File: src/inc/wake_ctrl_pkg.sv
// Package with register map, field layout and encodings of the wake registers.
package wake_ctrl_pkg;
  localparam logic [6:0] INT_WAKE_ADDR = 7'h06;
  localparam logic [6:0] EXT_WAKE_ADDR = 7'h07;
  localparam logic [6:0] PULL_ADDR = 7'h08;

  localparam logic [7:0] INT_WAKE_RESET = 8'h00;
  localparam logic [7:0] EXT_WAKE_RESET = 8'h07;
  localparam logic [7:0] PULL_RESET = 8'h00;

  // Writable positions; every other position reads as zero.
  localparam logic [7:0] INT_WAKE_MASK = 8'hC4;
  localparam logic [7:0] EXT_WAKE_MASK = 8'hA7;
  localparam logic [7:0] PULL_MASK = 8'h3F;

  localparam int TIMER2_WAKE_BIT = 7;
  localparam int TIMER1_WAKE_BIT = 6;
  localparam int WD_STOP_HI_BIT = 2;
  localparam int INT_GLOBAL_BIT = 7;
  localparam int MEASURE_BIT = 5;
  localparam int WAKE_C_EN_BIT = 2;
  localparam int WAKE_B_EN_BIT = 1;
  localparam int WAKE_A_EN_BIT = 0;
  localparam int PULL_C_LSB = 4;
  localparam int PULL_B_LSB = 2;
  localparam int PULL_A_LSB = 0;

  // Fail-safe entry keeps the x positions and forces the rest.
  localparam logic [7:0] FAIL_SAFE_KEEP = 8'hA0;
  localparam logic [7:0] FAIL_SAFE_FORCE = 8'h07;
  localparam logic [2:0] CAN_WAKE_FORCE = 3'h1;

  localparam logic [2:0] CAN_WAKE_PLAIN = 3'h1;
  localparam logic [2:0] CAN_WAKE_SELECTIVE = 3'h5;

  typedef enum logic [1:0] {
    PULL_NONE = 2'b00,
    PULL_DOWN = 2'b01,
    PULL_UP = 2'b10,
    PULL_AUTO = 2'b11
  } pull_code_t;
endpackage

File: src/core/wake_source_control_regs.sv
// Wake source control register bank with wake gating and fail-safe forcing.
// Functional notes
// - Bit 7 enables second timer wake.
// - Bit 6 enables first timer wake.
// - Bit 2 disables watchdog in stop; hardware-updatable.
// - Reserved bits always read back zero.
// - Interrupt scope: wake only, or all status.
// - Measure select disables wake inputs a, b.
// - Measurement runs in normal; ignore a/b levels.
// - Bits 2..0 enable wake inputs c, b, a.
// - External register resets to 0000 0111.
// - Measurement off by default; host enables it.
// - Fail-safe forces external wake enables c, b, a on; bits 7 and 5 keep their value.
// - Pull register holds three two-bit fields.
// - Pull codes: none, pull-down, pull-up.
// - Pull code 11 auto-switches up or down.
// - Watchdog stop-off low bit works with high.
// - CAN codes 001, 101 are wake capable.
`timescale 1ns/1ns
`default_nettype none
module wake_source_control_regs
  import wake_ctrl_pkg::*;
(
  input wire logic sys_clk_in,
  input wire logic arst_n_in,
  input wire logic [6:0] reg_addr_in,
  input wire logic [7:0] reg_wdata_in,
  input wire logic reg_write_in,
  input wire logic reg_read_in,
  output logic [7:0] reg_rdata_out,
  input wire logic wd_stop_hw_write_in,
  input wire logic wd_stop_hw_value_in,
  input wire logic watchdog_stop_off_lo_in,
  output logic [1:0] watchdog_stop_off_out,
  input wire logic fail_safe_entry_in,
  output logic bus_wake_force_out,
  input wire logic [2:0] can_mode_in,
  output logic can_wake_capable_out,
  output logic selective_wake_out,
  input wire logic normal_mode_in,
  output logic measure_active_out,
  input wire logic [2:0] wake_level_in,
  input wire logic [2:0] wake_edge_in,
  output logic [2:0] wake_level_valid_out,
  output logic [2:0] wake_enable_out,
  input wire logic timer1_expire_in,
  input wire logic timer2_expire_in,
  output logic wake_request_out,
  input wire logic status_event_in,
  output logic int_request_out,
  output logic [2:0] pull_up_out,
  output logic [2:0] pull_down_out
);
  logic rst_meta;
  logic rst_n;
  logic [7:0] int_wake;
  logic [7:0] ext_wake;
  logic [7:0] pull_ctrl;
  logic [7:0] next_int_wake;
  logic [7:0] next_ext_wake;
  logic [7:0] next_pull_ctrl;
  logic [7:0] rdata;
  logic [7:0] next_rdata;
  logic bus_force;
  logic next_bus_force;
  logic wake_req;
  logic next_wake_req;
  logic int_req;
  logic next_int_req;
  logic meas_act;
  logic next_meas_act;
  logic [2:0] gated_enable;
  logic wake_any;
  logic can_wake;
  logic can_swk;
  logic [1:0] pull_field [3];

  // Reset release through two flops; the first feeds only the second.
  always_ff @(posedge sys_clk_in or negedge arst_n_in) begin
    if (!arst_n_in) begin
      rst_meta <= 1'b0;
      rst_n <= 1'b0;
    end else begin
      rst_meta <= 1'b1;
      rst_n <= rst_meta;
    end
  end

  // Register updates.
  always_comb begin
    next_int_wake = int_wake;
    next_ext_wake = ext_wake;
    next_pull_ctrl = pull_ctrl;
    if (reg_write_in) begin
      case (reg_addr_in)
        INT_WAKE_ADDR:
          next_int_wake = reg_wdata_in & INT_WAKE_MASK;
        EXT_WAKE_ADDR:
          next_ext_wake = reg_wdata_in & EXT_WAKE_MASK;
        PULL_ADDR: next_pull_ctrl = reg_wdata_in & PULL_MASK;
        default: ;
      endcase
    end
    // A device update of the watchdog bit wins over a host write.
    if (wd_stop_hw_write_in) begin
      next_int_wake[WD_STOP_HI_BIT] = wd_stop_hw_value_in;
    end
    // A failure outranks a host write to the external register in the same cycle.
    if (fail_safe_entry_in) begin
      next_ext_wake = (ext_wake & FAIL_SAFE_KEEP) | FAIL_SAFE_FORCE;
    end
  end

  always_ff @(posedge sys_clk_in or negedge rst_n) begin
    if (!rst_n) begin
      int_wake <= INT_WAKE_RESET;
      ext_wake <= EXT_WAKE_RESET;
      pull_ctrl <= PULL_RESET;
    end else begin
      int_wake <= next_int_wake;
      ext_wake <= next_ext_wake;
      pull_ctrl <= next_pull_ctrl;
    end
  end

  // Read path; stored reserved bits are always zero.
  always_comb begin
    next_rdata = rdata;
    if (reg_read_in) begin
      case (reg_addr_in)
        INT_WAKE_ADDR: next_rdata = int_wake & INT_WAKE_MASK;
        EXT_WAKE_ADDR: next_rdata = ext_wake & EXT_WAKE_MASK;
        PULL_ADDR: next_rdata = pull_ctrl & PULL_MASK;
        default: next_rdata = 8'h00;
      endcase
    end
  end

  // Wake gating and interrupt scope.
  always_comb begin
    gated_enable[WAKE_C_EN_BIT] = ext_wake[WAKE_C_EN_BIT];
    gated_enable[WAKE_B_EN_BIT] = ext_wake[WAKE_B_EN_BIT]
                                  & ~ext_wake[MEASURE_BIT];
    gated_enable[WAKE_A_EN_BIT] = ext_wake[WAKE_A_EN_BIT]
                                  & ~ext_wake[MEASURE_BIT];
    wake_any = |(wake_edge_in & gated_enable)
               | (timer1_expire_in & int_wake[TIMER1_WAKE_BIT])
               | (timer2_expire_in & int_wake[TIMER2_WAKE_BIT]);
    next_wake_req = wake_any;
    next_int_req = wake_any
                   | (ext_wake[INT_GLOBAL_BIT] & status_event_in);
    next_meas_act = ext_wake[MEASURE_BIT] & normal_mode_in;
    next_bus_force = fail_safe_entry_in;
    can_wake = (can_mode_in == CAN_WAKE_PLAIN)
               | (can_mode_in == CAN_WAKE_SELECTIVE);
    can_swk = can_mode_in == CAN_WAKE_SELECTIVE;
  end

  always_ff @(posedge sys_clk_in or negedge rst_n) begin
    if (!rst_n) begin
      rdata <= 8'h00;
      wake_req <= 1'b0;
      int_req <= 1'b0;
      meas_act <= 1'b0;
      bus_force <= 1'b0;
    end else begin
      rdata <= next_rdata;
      wake_req <= next_wake_req;
      int_req <= next_int_req;
      meas_act <= next_meas_act;
      bus_force <= next_bus_force;
    end
  end

  assign pull_field[0] = pull_ctrl[PULL_A_LSB +: 2];
  assign pull_field[1] = pull_ctrl[PULL_B_LSB +: 2];
  assign pull_field[2] = pull_ctrl[PULL_C_LSB +: 2];

  for (genvar i = 0; i < 3; i++) begin : g_pull
    wake_pull_decode u_pull (
      .sys_clk_in(sys_clk_in),
      .rst_n_in(rst_n),
      .code_in(pull_field[i]),
      .level_in(wake_level_in[i]),
      .pull_up_out(pull_up_out[i]),
      .pull_down_out(pull_down_out[i])
    );
  end

  assign reg_rdata_out = rdata;
  // Both stop-off bits go out together; the watchdog combines them.
  assign watchdog_stop_off_out = {int_wake[WD_STOP_HI_BIT],
                                  watchdog_stop_off_lo_in};
  assign bus_wake_force_out = bus_force;
  assign can_wake_capable_out = can_wake;
  assign selective_wake_out = can_swk;
  assign measure_active_out = meas_act;
  // Level status of inputs a and b is void while measuring.
  assign wake_level_valid_out = {1'b1, {2{~ext_wake[MEASURE_BIT]}}};
  assign wake_enable_out = gated_enable;
  assign wake_request_out = wake_req;
  assign int_request_out = int_req;
endmodule // wake_source_control_regs
`default_nettype wire

File: src/core/wake_pull_decode.sv
// Decoder from one pull configuration field to resistor enables.
`timescale 1ns/1ns
`default_nettype none
module wake_pull_decode
  import wake_ctrl_pkg::*;
(
  input wire logic sys_clk_in,
  input wire logic rst_n_in,
  input wire logic [1:0] code_in,
  input wire logic level_in,
  output logic pull_up_out,
  output logic pull_down_out
);
  logic pull_up;
  logic pull_down;
  logic next_pull_up;
  logic next_pull_down;

  always_comb begin
    case (pull_code_t'(code_in))
      PULL_NONE: begin
        next_pull_up = 1'b0;
        next_pull_down = 1'b0;
      end
      PULL_DOWN: begin
        next_pull_up = 1'b0;
        next_pull_down = 1'b1;
      end
      PULL_UP: begin
        next_pull_up = 1'b1;
        next_pull_down = 1'b0;
      end
      PULL_AUTO: begin
        // The resistor follows the pin level so it holds the present state.
        next_pull_up = level_in;
        next_pull_down = ~level_in;
      end
      default: begin
        next_pull_up = 1'b0;
        next_pull_down = 1'b0;
      end
    endcase
  end

  always_ff @(posedge sys_clk_in or negedge rst_n_in) begin
    if (!rst_n_in) begin
      pull_up <= 1'b0;
      pull_down <= 1'b0;
    end else begin
      pull_up <= next_pull_up;
      pull_down <= next_pull_down;
    end
  end

  assign pull_up_out = pull_up;
  assign pull_down_out = pull_down;
endmodule // wake_pull_decode
`default_nettype wire

File: config.mk
export PLATFORM = sky130hd
export DESIGN_NAME = wake_source_control_regs
export DESIGN_NICKNAME = d
export VERILOG_FILES = /design/src/inc/wake_ctrl_pkg.sv /design/src/core/wake_source_control_regs.sv /design/src/core/wake_pull_decode.sv
export SDC_FILE = /design/constraint.sdc
export NUM_CORES = 1
export LEC_CHECK = 0
export ABC_AREA = 1
export BUFFER_PORTS_ARGS = -buffer_cell sky130_fd_sc_hd__buf_2
export CAP_MARGIN = 20
export CORE_AREA = 2 2 90 49
export CTS_BUF_LIST = sky130_fd_sc_hd__clkbuf_4 sky130_fd_sc_hd__clkbuf_8 sky130_fd_sc_hd__clkbuf_16
export CTS_CLUSTER_DIAMETER = 30
export DETAILED_ROUTE_END_ITERATION = 7
export DIE_AREA = 0 0 92 51
export HOLD_SLACK_MARGIN = 0.15
export PLACE_DENSITY = 0.72
export SLEW_MARGIN = 20
export SYNTH_ARGS = -nofsm -noshare
export SYNTH_HDL_FRONTEND = slang
export SYNTH_SLANG_ARGS = --single-unit
File: constraint.sdc
create_clock -name sys_clk_in -period 1 [get_ports sys_clk_in]
set_input_delay 0.1 -clock sys_clk_in [delete_from_list [all_inputs] [get_ports sys_clk_in]]
set_output_delay 0.1 -clock sys_clk_in [all_outputs]
set_load 0.05 [all_outputs]
; After elaboration in Yosys (flattened, before gate mapping)
; Index checks and enable logic that the tools add are counted.
[classes]
eq_ne = 14
muxes = 13
bitwise_logic = 16
reduce_logical = 19
[ops]
columns = operator, n
row1 = case mux 8 bit (3 select lines), 1
row2 = case mux 1 bit (3 select lines), 6
row3 = 2-to-1 mux 3 bit, 5
row4 = "equality test 7 x 3 -> 1 bit, second input constant", 2
row5 = "equality test 2 bit, second input constant", 6
row6 = OR reduction 2 bit, 6
row7 = AND reduction 2 bit, 4
row8 = nonzero test 2 bit, 4
row9 = "equality test 7 x 4 -> 1 bit, second input constant", 1
row10 = AND 1 bit, 6
row11 = "equality test 2 x 1 -> 1 bit, second input constant", 3
row12 = zero test 2 bit, 3
row13 = NOT 1 bit, 5
row14 = OR 1 bit, 4
row15 = AND 3 bit, 1
row16 = "equality test 3 x 1 -> 1 bit, second input constant", 1
row17 = "equality test 3 bit, second input constant", 1
row18 = AND reduction 3 bit, 1
row19 = OR reduction 3 bit, 1
row20 = 2-to-1 mux 1 bit, 1
[totals]
reg_bits = 34
output_inout_bits = 28

; Longest topological paths before layout
[depth]
depth_word = 7
depth_mapped = 9
ltp_nobuf = 8

; By module
; A second synthesis with hierarchy kept.
[hier_totals]
hier_cells = 184
hier_area_um2 = 1645.3
[by_module_without_submodules]
columns = mod, n_inst, cells_per_inst, area_per_inst_um2, seq_area_each_um2
row1 = wake_source_control_regs, 1, 163, 1431.4, 704.4
row2 = wake_pull_decode, 3, 7, 71.3, 50.0

; Worst setup path before layout
; Ideal clock, no wire load.
[synth_path]
path_kind = reg2reg
start = register ext_wake[1]
end = register int_req, in the netlist int_request_out
t_arrival_ns = 1.580
path_slack_ns = -0.649
path_stages_with_launch = 6
n_path_buf = 0
synth_period_minus_slack_ns = 1.649
cell_sequence = dfstp_2 inv_1 nor2_1 a22o_1 inv_1 nand3_1
[synth_between]
elab_chain_len = 6
[synth_rtl]
columns = item, line_no
row1 = from (decl), wake_source_control_regs.sv:57  ; logic [7:0] ext_wake;
row2 = from (signal assigned), wake_source_control_regs.sv:121  ; ext_wake <= next_ext_wake;
row3 = AND 1 bit, wake_source_control_regs.sv:143  ; & ~ext_wake[MEASURE_BIT];
row4 = named net wake_enable_out[1], wake_source_control_regs.sv:45  ; output logic [2:0] wake_enable_out,
row5 = AND 3 bit, wake_source_control_regs.sv:146  ; wake_any = |(wake_edge_in & gated_enable)
row6 = OR reduction 3 bit, wake_source_control_regs.sv:146
row7 = OR 1 bit, wake_source_control_regs.sv:147  ; | (timer1_expire_in & int_wake[TIMER1_WAKE_BIT])
row8 = OR 1 bit, wake_source_control_regs.sv:148  ; | (timer2_expire_in & int_wake[TIMER2_WAKE_BIT]);
row9 = OR 1 bit, wake_source_control_regs.sv:151  ; | (ext_wake[INT_GLOBAL_BIT] & status_event_in);
row10 = named net next_int_req, wake_source_control_regs.sv:69  ; logic next_int_req;
row11 = to (signal assigned), wake_source_control_regs.sv:169  ; int_req <= next_int_req;
row12 = to (decl), wake_source_control_regs.sv:68  ; logic int_req;
; The timed path passes the listed nets, and every way through them passes these cells.
; A chain may end at the register's enable or synchronous reset.

; Worst setup path in the final report
[layout_path]
start = register ext_wake[5]
end = register int_req, in the netlist int_request_out
[layout_between]
elab_chain_len = 7
elab_cells_between_ends = 8
classes_between = bitwise (7) / reduce/logical (1)
[layout_rtl]
columns = item, line_no
row1 = NOT 1 bit (*), "wake_source_control_regs.sv:143, wake_source_control_regs.sv:145"
row2 = "AND 1 bit, on equally long branches", "wake_source_control_regs.sv:145, wake_source_control_regs.sv:143"
row3 = AND 3 bit (*), wake_source_control_regs.sv:146
row4 = OR reduction 3 bit (*), wake_source_control_regs.sv:146
row5 = OR 1 bit (*), wake_source_control_regs.sv:147
row6 = OR 1 bit (*), wake_source_control_regs.sv:148
row7 = OR 1 bit (*), wake_source_control_regs.sv:151
row8 = named net next_int_req, wake_source_control_regs.sv:69
; The timed path passes the listed nets; every way through them passes the cells marked *.

==> flow_summary.rst <==
.. list-table::
   :header-rows: 1

   * - Metric
     - Value
   * - Reg-to-Reg End
     - int_request_out$_DFF_PN0_
   * - Top flip-flop cell by instance count after synthesis
     - dfrtp_1
   * - Clock tree from TritonCTS
     - yes
   * - Peak Freq
     - 793 MHz
   * - Setup repair after global routing missed its margin
     - yes
   * - Final Hold Fails
     - 0
   * - Logic pwr share
     - 0.237
   * - Remaining design rule violation count
     - 0
   * - Maximum vdd ir drop
     - 866 uV
   * - Number of global-route vias before repair
     - 1419
   * - Quantity of I/O buffers inserted on ports
     - 60
   * - Clk pwr share
     - 0.309
   * - Num CTS Buffers
     - 5
   * - Ratio of total power to cell area
     - 1380 nW/um2
   * - Period utilisation layout
     - 1.26
   * - Fin worst setup slack
     - -0.260 ns
   * - Arrival time at the worst endpoint
     - roughly 1.4 ns
   * - Final Setup Violations
     - 10
   * - Vias
     - 1530
   * - Min cycle time layout
     - 1.26 ns
   * - Switching share of power
     - 0.311
   * - First-pass GRT wire length
     - a little under 7000 um
   * - Worst hold slack
     - around 0.13 ns
   * - Area of the die
     - 4690 um2
   * - Path class of the lowest-slack min-delay path
     - flop to asynchronous set/reset pin
   * - Sum of negative setup slack
     - -1.73 ns
   * - Switching power
     - 1.06 mW
   * - Total count of max-transition violations in the final report
     - 0
   * - Starting density of the core
     - 0.402
   * - Fraction of registers with async set or reset after synthesis
     - 1.00
   * - Top cells by area in the synthesized netlist
     - dfrtp_1, nand2_1, buf_4, dfstp_2, inv_1
   * - Layout cells sized above 1
     - 0.407
   * - Required time of the critical path
     - roughly 1.2 ns
   * - Type of element capturing the critical path
     - flop
   * - Detailed-route wire length per cell
     - approximately 13 um
   * - First drt pass iteration count
     - 5
   * - Leakage power figure
     - 1.28 nW
   * - Detailed placement HPWL
     - 2970 um
   * - Net count of the finished layout
     - about 300
   * - Clock sink total
     - 34
   * - Post-synthesis register bit count
     - 34
   * - Die Span X
     - 92 um
   * - Critical Setup Path Class
     - flop to flop
   * - Via density per instance
     - approximately 4.6
   * - H-tree levels
     - 2
   * - Floorplan row count
     - 17
   * - Start of the worst register-to-register path
     - ext_wake[5]$_DFFE_PN0P_
   * - Reg2Reg Setup Slack
     - -0.26 ns
   * - Die Height
     - 51 um
   * - Number of buffers between clock root and the deepest sink
     - 2
   * - Maximum number of pins on one net before global-route repair
     - 14
   * - Post-Route Skew
     - 0.00939 ns
   * - Distinct cells, synth
     - 26
   * - Post-synth EDFFs
     - 0
   * - Reg power frac
     - 0.454
   * - Startpoint kind of the worst setup timing path
     - flop
   * - I/O Pins
     - 64
   * - Outcome
     - complete, but fails checks
   * - Yosys top cell by area
     - dfrtp_1
   * - Worst Reg2Reg Path Length in Cells
     - 6
   * - Overall overflow remaining after global route
     - 0
   * - Violations in the final reports
     - negative setup slack
   * - Number of antenna violations at the first check in global routing
     - 0
   * - Synth top area share
     - 0.478
   * - Mean post-synth cell area
     - 8.87 um2
   * - Reg clk slew, reported paths
     - 0.07 ns
   * - Clock root cell
     - clkbuf_8
   * - Gpl congestion
     - 0.825
   * - Global-route total usage across every layer
     - 0.190
   * - Internal power
     - 2.34 mW
   * - Post-synthesis instance area
     - 1620 um2
   * - Gate count of the mapped netlist
     - 183
   * - Post-detailed-routing wire length
     - approximately 4200 um
   * - Placeable core region
     - 4040 um2
   * - Synth warn
     - 0
   * - Maxcap violations
     - 0
   * - Maximum fanout encountered on the critical timing path
     - 5
   * - Final total power
     - between 3 and 4 mW
   * - Antenna Nets Post-Route
     - 0
   * - Layout Area Growth over Synthesis
     - 52.1%
   * - Insertion delay to the later sink of the worst-skew pair
     - 0.28 ns
   * - Sequential fraction of the synthesis area
     - 0.527
   * - Initial DRC count
     - around 130
   * - Diodes inserted
     - 0
==> routing by layer <==
metal / GRT usage / part of all wire / vias to the layer above
li1: - / - / 738
met1: 0.286 / 0.50 / 725
met2: 0.275 / 0.41 / 65
met3: 0.0516 / 0.082 / 2
met4: 0.0373 / 0.00024 / 0
met5: 0 / 0 / -
==> power groups by stage <==
stage          clock [mW]  sequential (mW)  combinational [mW]
2_1_floorplan           0             1.62               0.429
4_1_cts              1.07             1.54               0.761
3_5_place_dp            0             1.56               0.640
6_report             1.05             1.54               0.803
5_1_grt              1.15             1.55               0.864
3_3_place_gp            0             1.56               0.635
==> cells in the mapped netlist (2+ instances only) <==
cell     count
nand2_1     44
dfrtp_1     31
inv_1       20
nor2_1      14
a21oi_1     12
nand3_1     12
buf_4       11
o21ai_1      9
dfstp_2      3
inv_2        3
nor2_4       3
o21ai_0      3
nand2_2      2
nand2_4      2
nor2_2       2
o31ai_1      2
==> worst max-delay path by stage <==
stage,startpoint,to
after floorplan,ext_wake[1]$_DFFE_PN1P_,int_request_out$_DFF_PN0_
after global placement,ext_wake[1]$_DFFE_PN1P_,wake_enable_out[1]
after detailed placement,reg_addr_in[0],pull_ctrl[5]$_DFFE_PN0P_
after CTS,ext_wake[1]$_DFFE_PN1P_,wake_enable_out[1]
after global routing,ext_wake[5]$_DFFE_PN0P_,int_request_out$_DFF_PN0_
final,ext_wake[5]$_DFFE_PN0P_,int_request_out$_DFF_PN0_
==> placed cells by master, fill, tap and decap left out, drive strengths merged <==
cell type | netlist | routed
nor2 | 20 | 20
dlygate4sd3 | 0 | 22
o211ai | 1 | 1
clkbuf | 0 | 11
nand2 | 48 | 48
dfstp | 3 | 3
buf | 13 | 67
clkinv | 1 | 2
conb | 1 | 2
a22o | 1 | 1
clkinvlp | 0 | 2
o31ai | 2 | 2
a21oi | 12 | 12
dfrtp | 31 | 31
inv | 23 | 22
nor3b | 1 | 1
o21ai | 12 | 12
nand3 | 14 | 14
==> kinds of logic after synthesis <==
| family | share of synthesized area |
|---|---|
| AOI/OAI and AO/OA | 0.0933 |
| buffers and inverters | 0.123 |
| DFF | 0.527 |
| other | 0.00231 |
| and+or+nand+nor | 0.255 |
==> area by class of cell <==
type | instances | area (um2)
fillers | 361 | 1570
flip-flops and latches | 34 | 857
repair buffers | 94 | 739
multi-input cells | 113 | 612
inverters | 24 | 93.8
clock buffers | 6 | 82.6
well taps | 57 | 71.3
clock inverters | 2 | 12.5
==> worst max-delay path: stages (launching register included) <==
cell     delay, ns
dfrtp_2       0.50
nor2_4        0.07
buf_4         0.14
buf_6         0.10
a22o_1        0.21
inv_2         0.06
nand3_1       0.05
==> metrics by stage <==
step	cell area (um2)	std cells	util	setup slack (ns)
after CTS	2390	327	0.592	-0.236
after global placement	1980	293	0.489	-0.0519
after global routing	2470	330	0.611	-0.297
after detailed placement	1980	293	0.489	-0.0738
after floorplan	1660	184	-	-0.197
final	2470	330	0.611	-0.260
==> flip-flops by register name, summed over array words and instances, names as in the netlist <==
signal,cells
reg_rdata_out,8
pull_ctrl,6
ext_wake,5
g_pull.u_pull.pull_down_out,3
g_pull.u_pull.pull_up_out,3
int_wake,3
bus_wake_force_out,1
int_request_out,1
measure_active_out,1
rst_meta,1
rst_n,1
wake_request_out,1
==> timing repair <==
action / CTS / global route
hold endpoints to repair: 39 / 0
gates resized for setup: 23 / 22
hold buffers: 22 / 0
setup buffers: 4 / 4
pin swaps: 2 / 1
setup endpoints to repair: 13 / 22
Note: power is estimated with default switching activity, not from simulation.
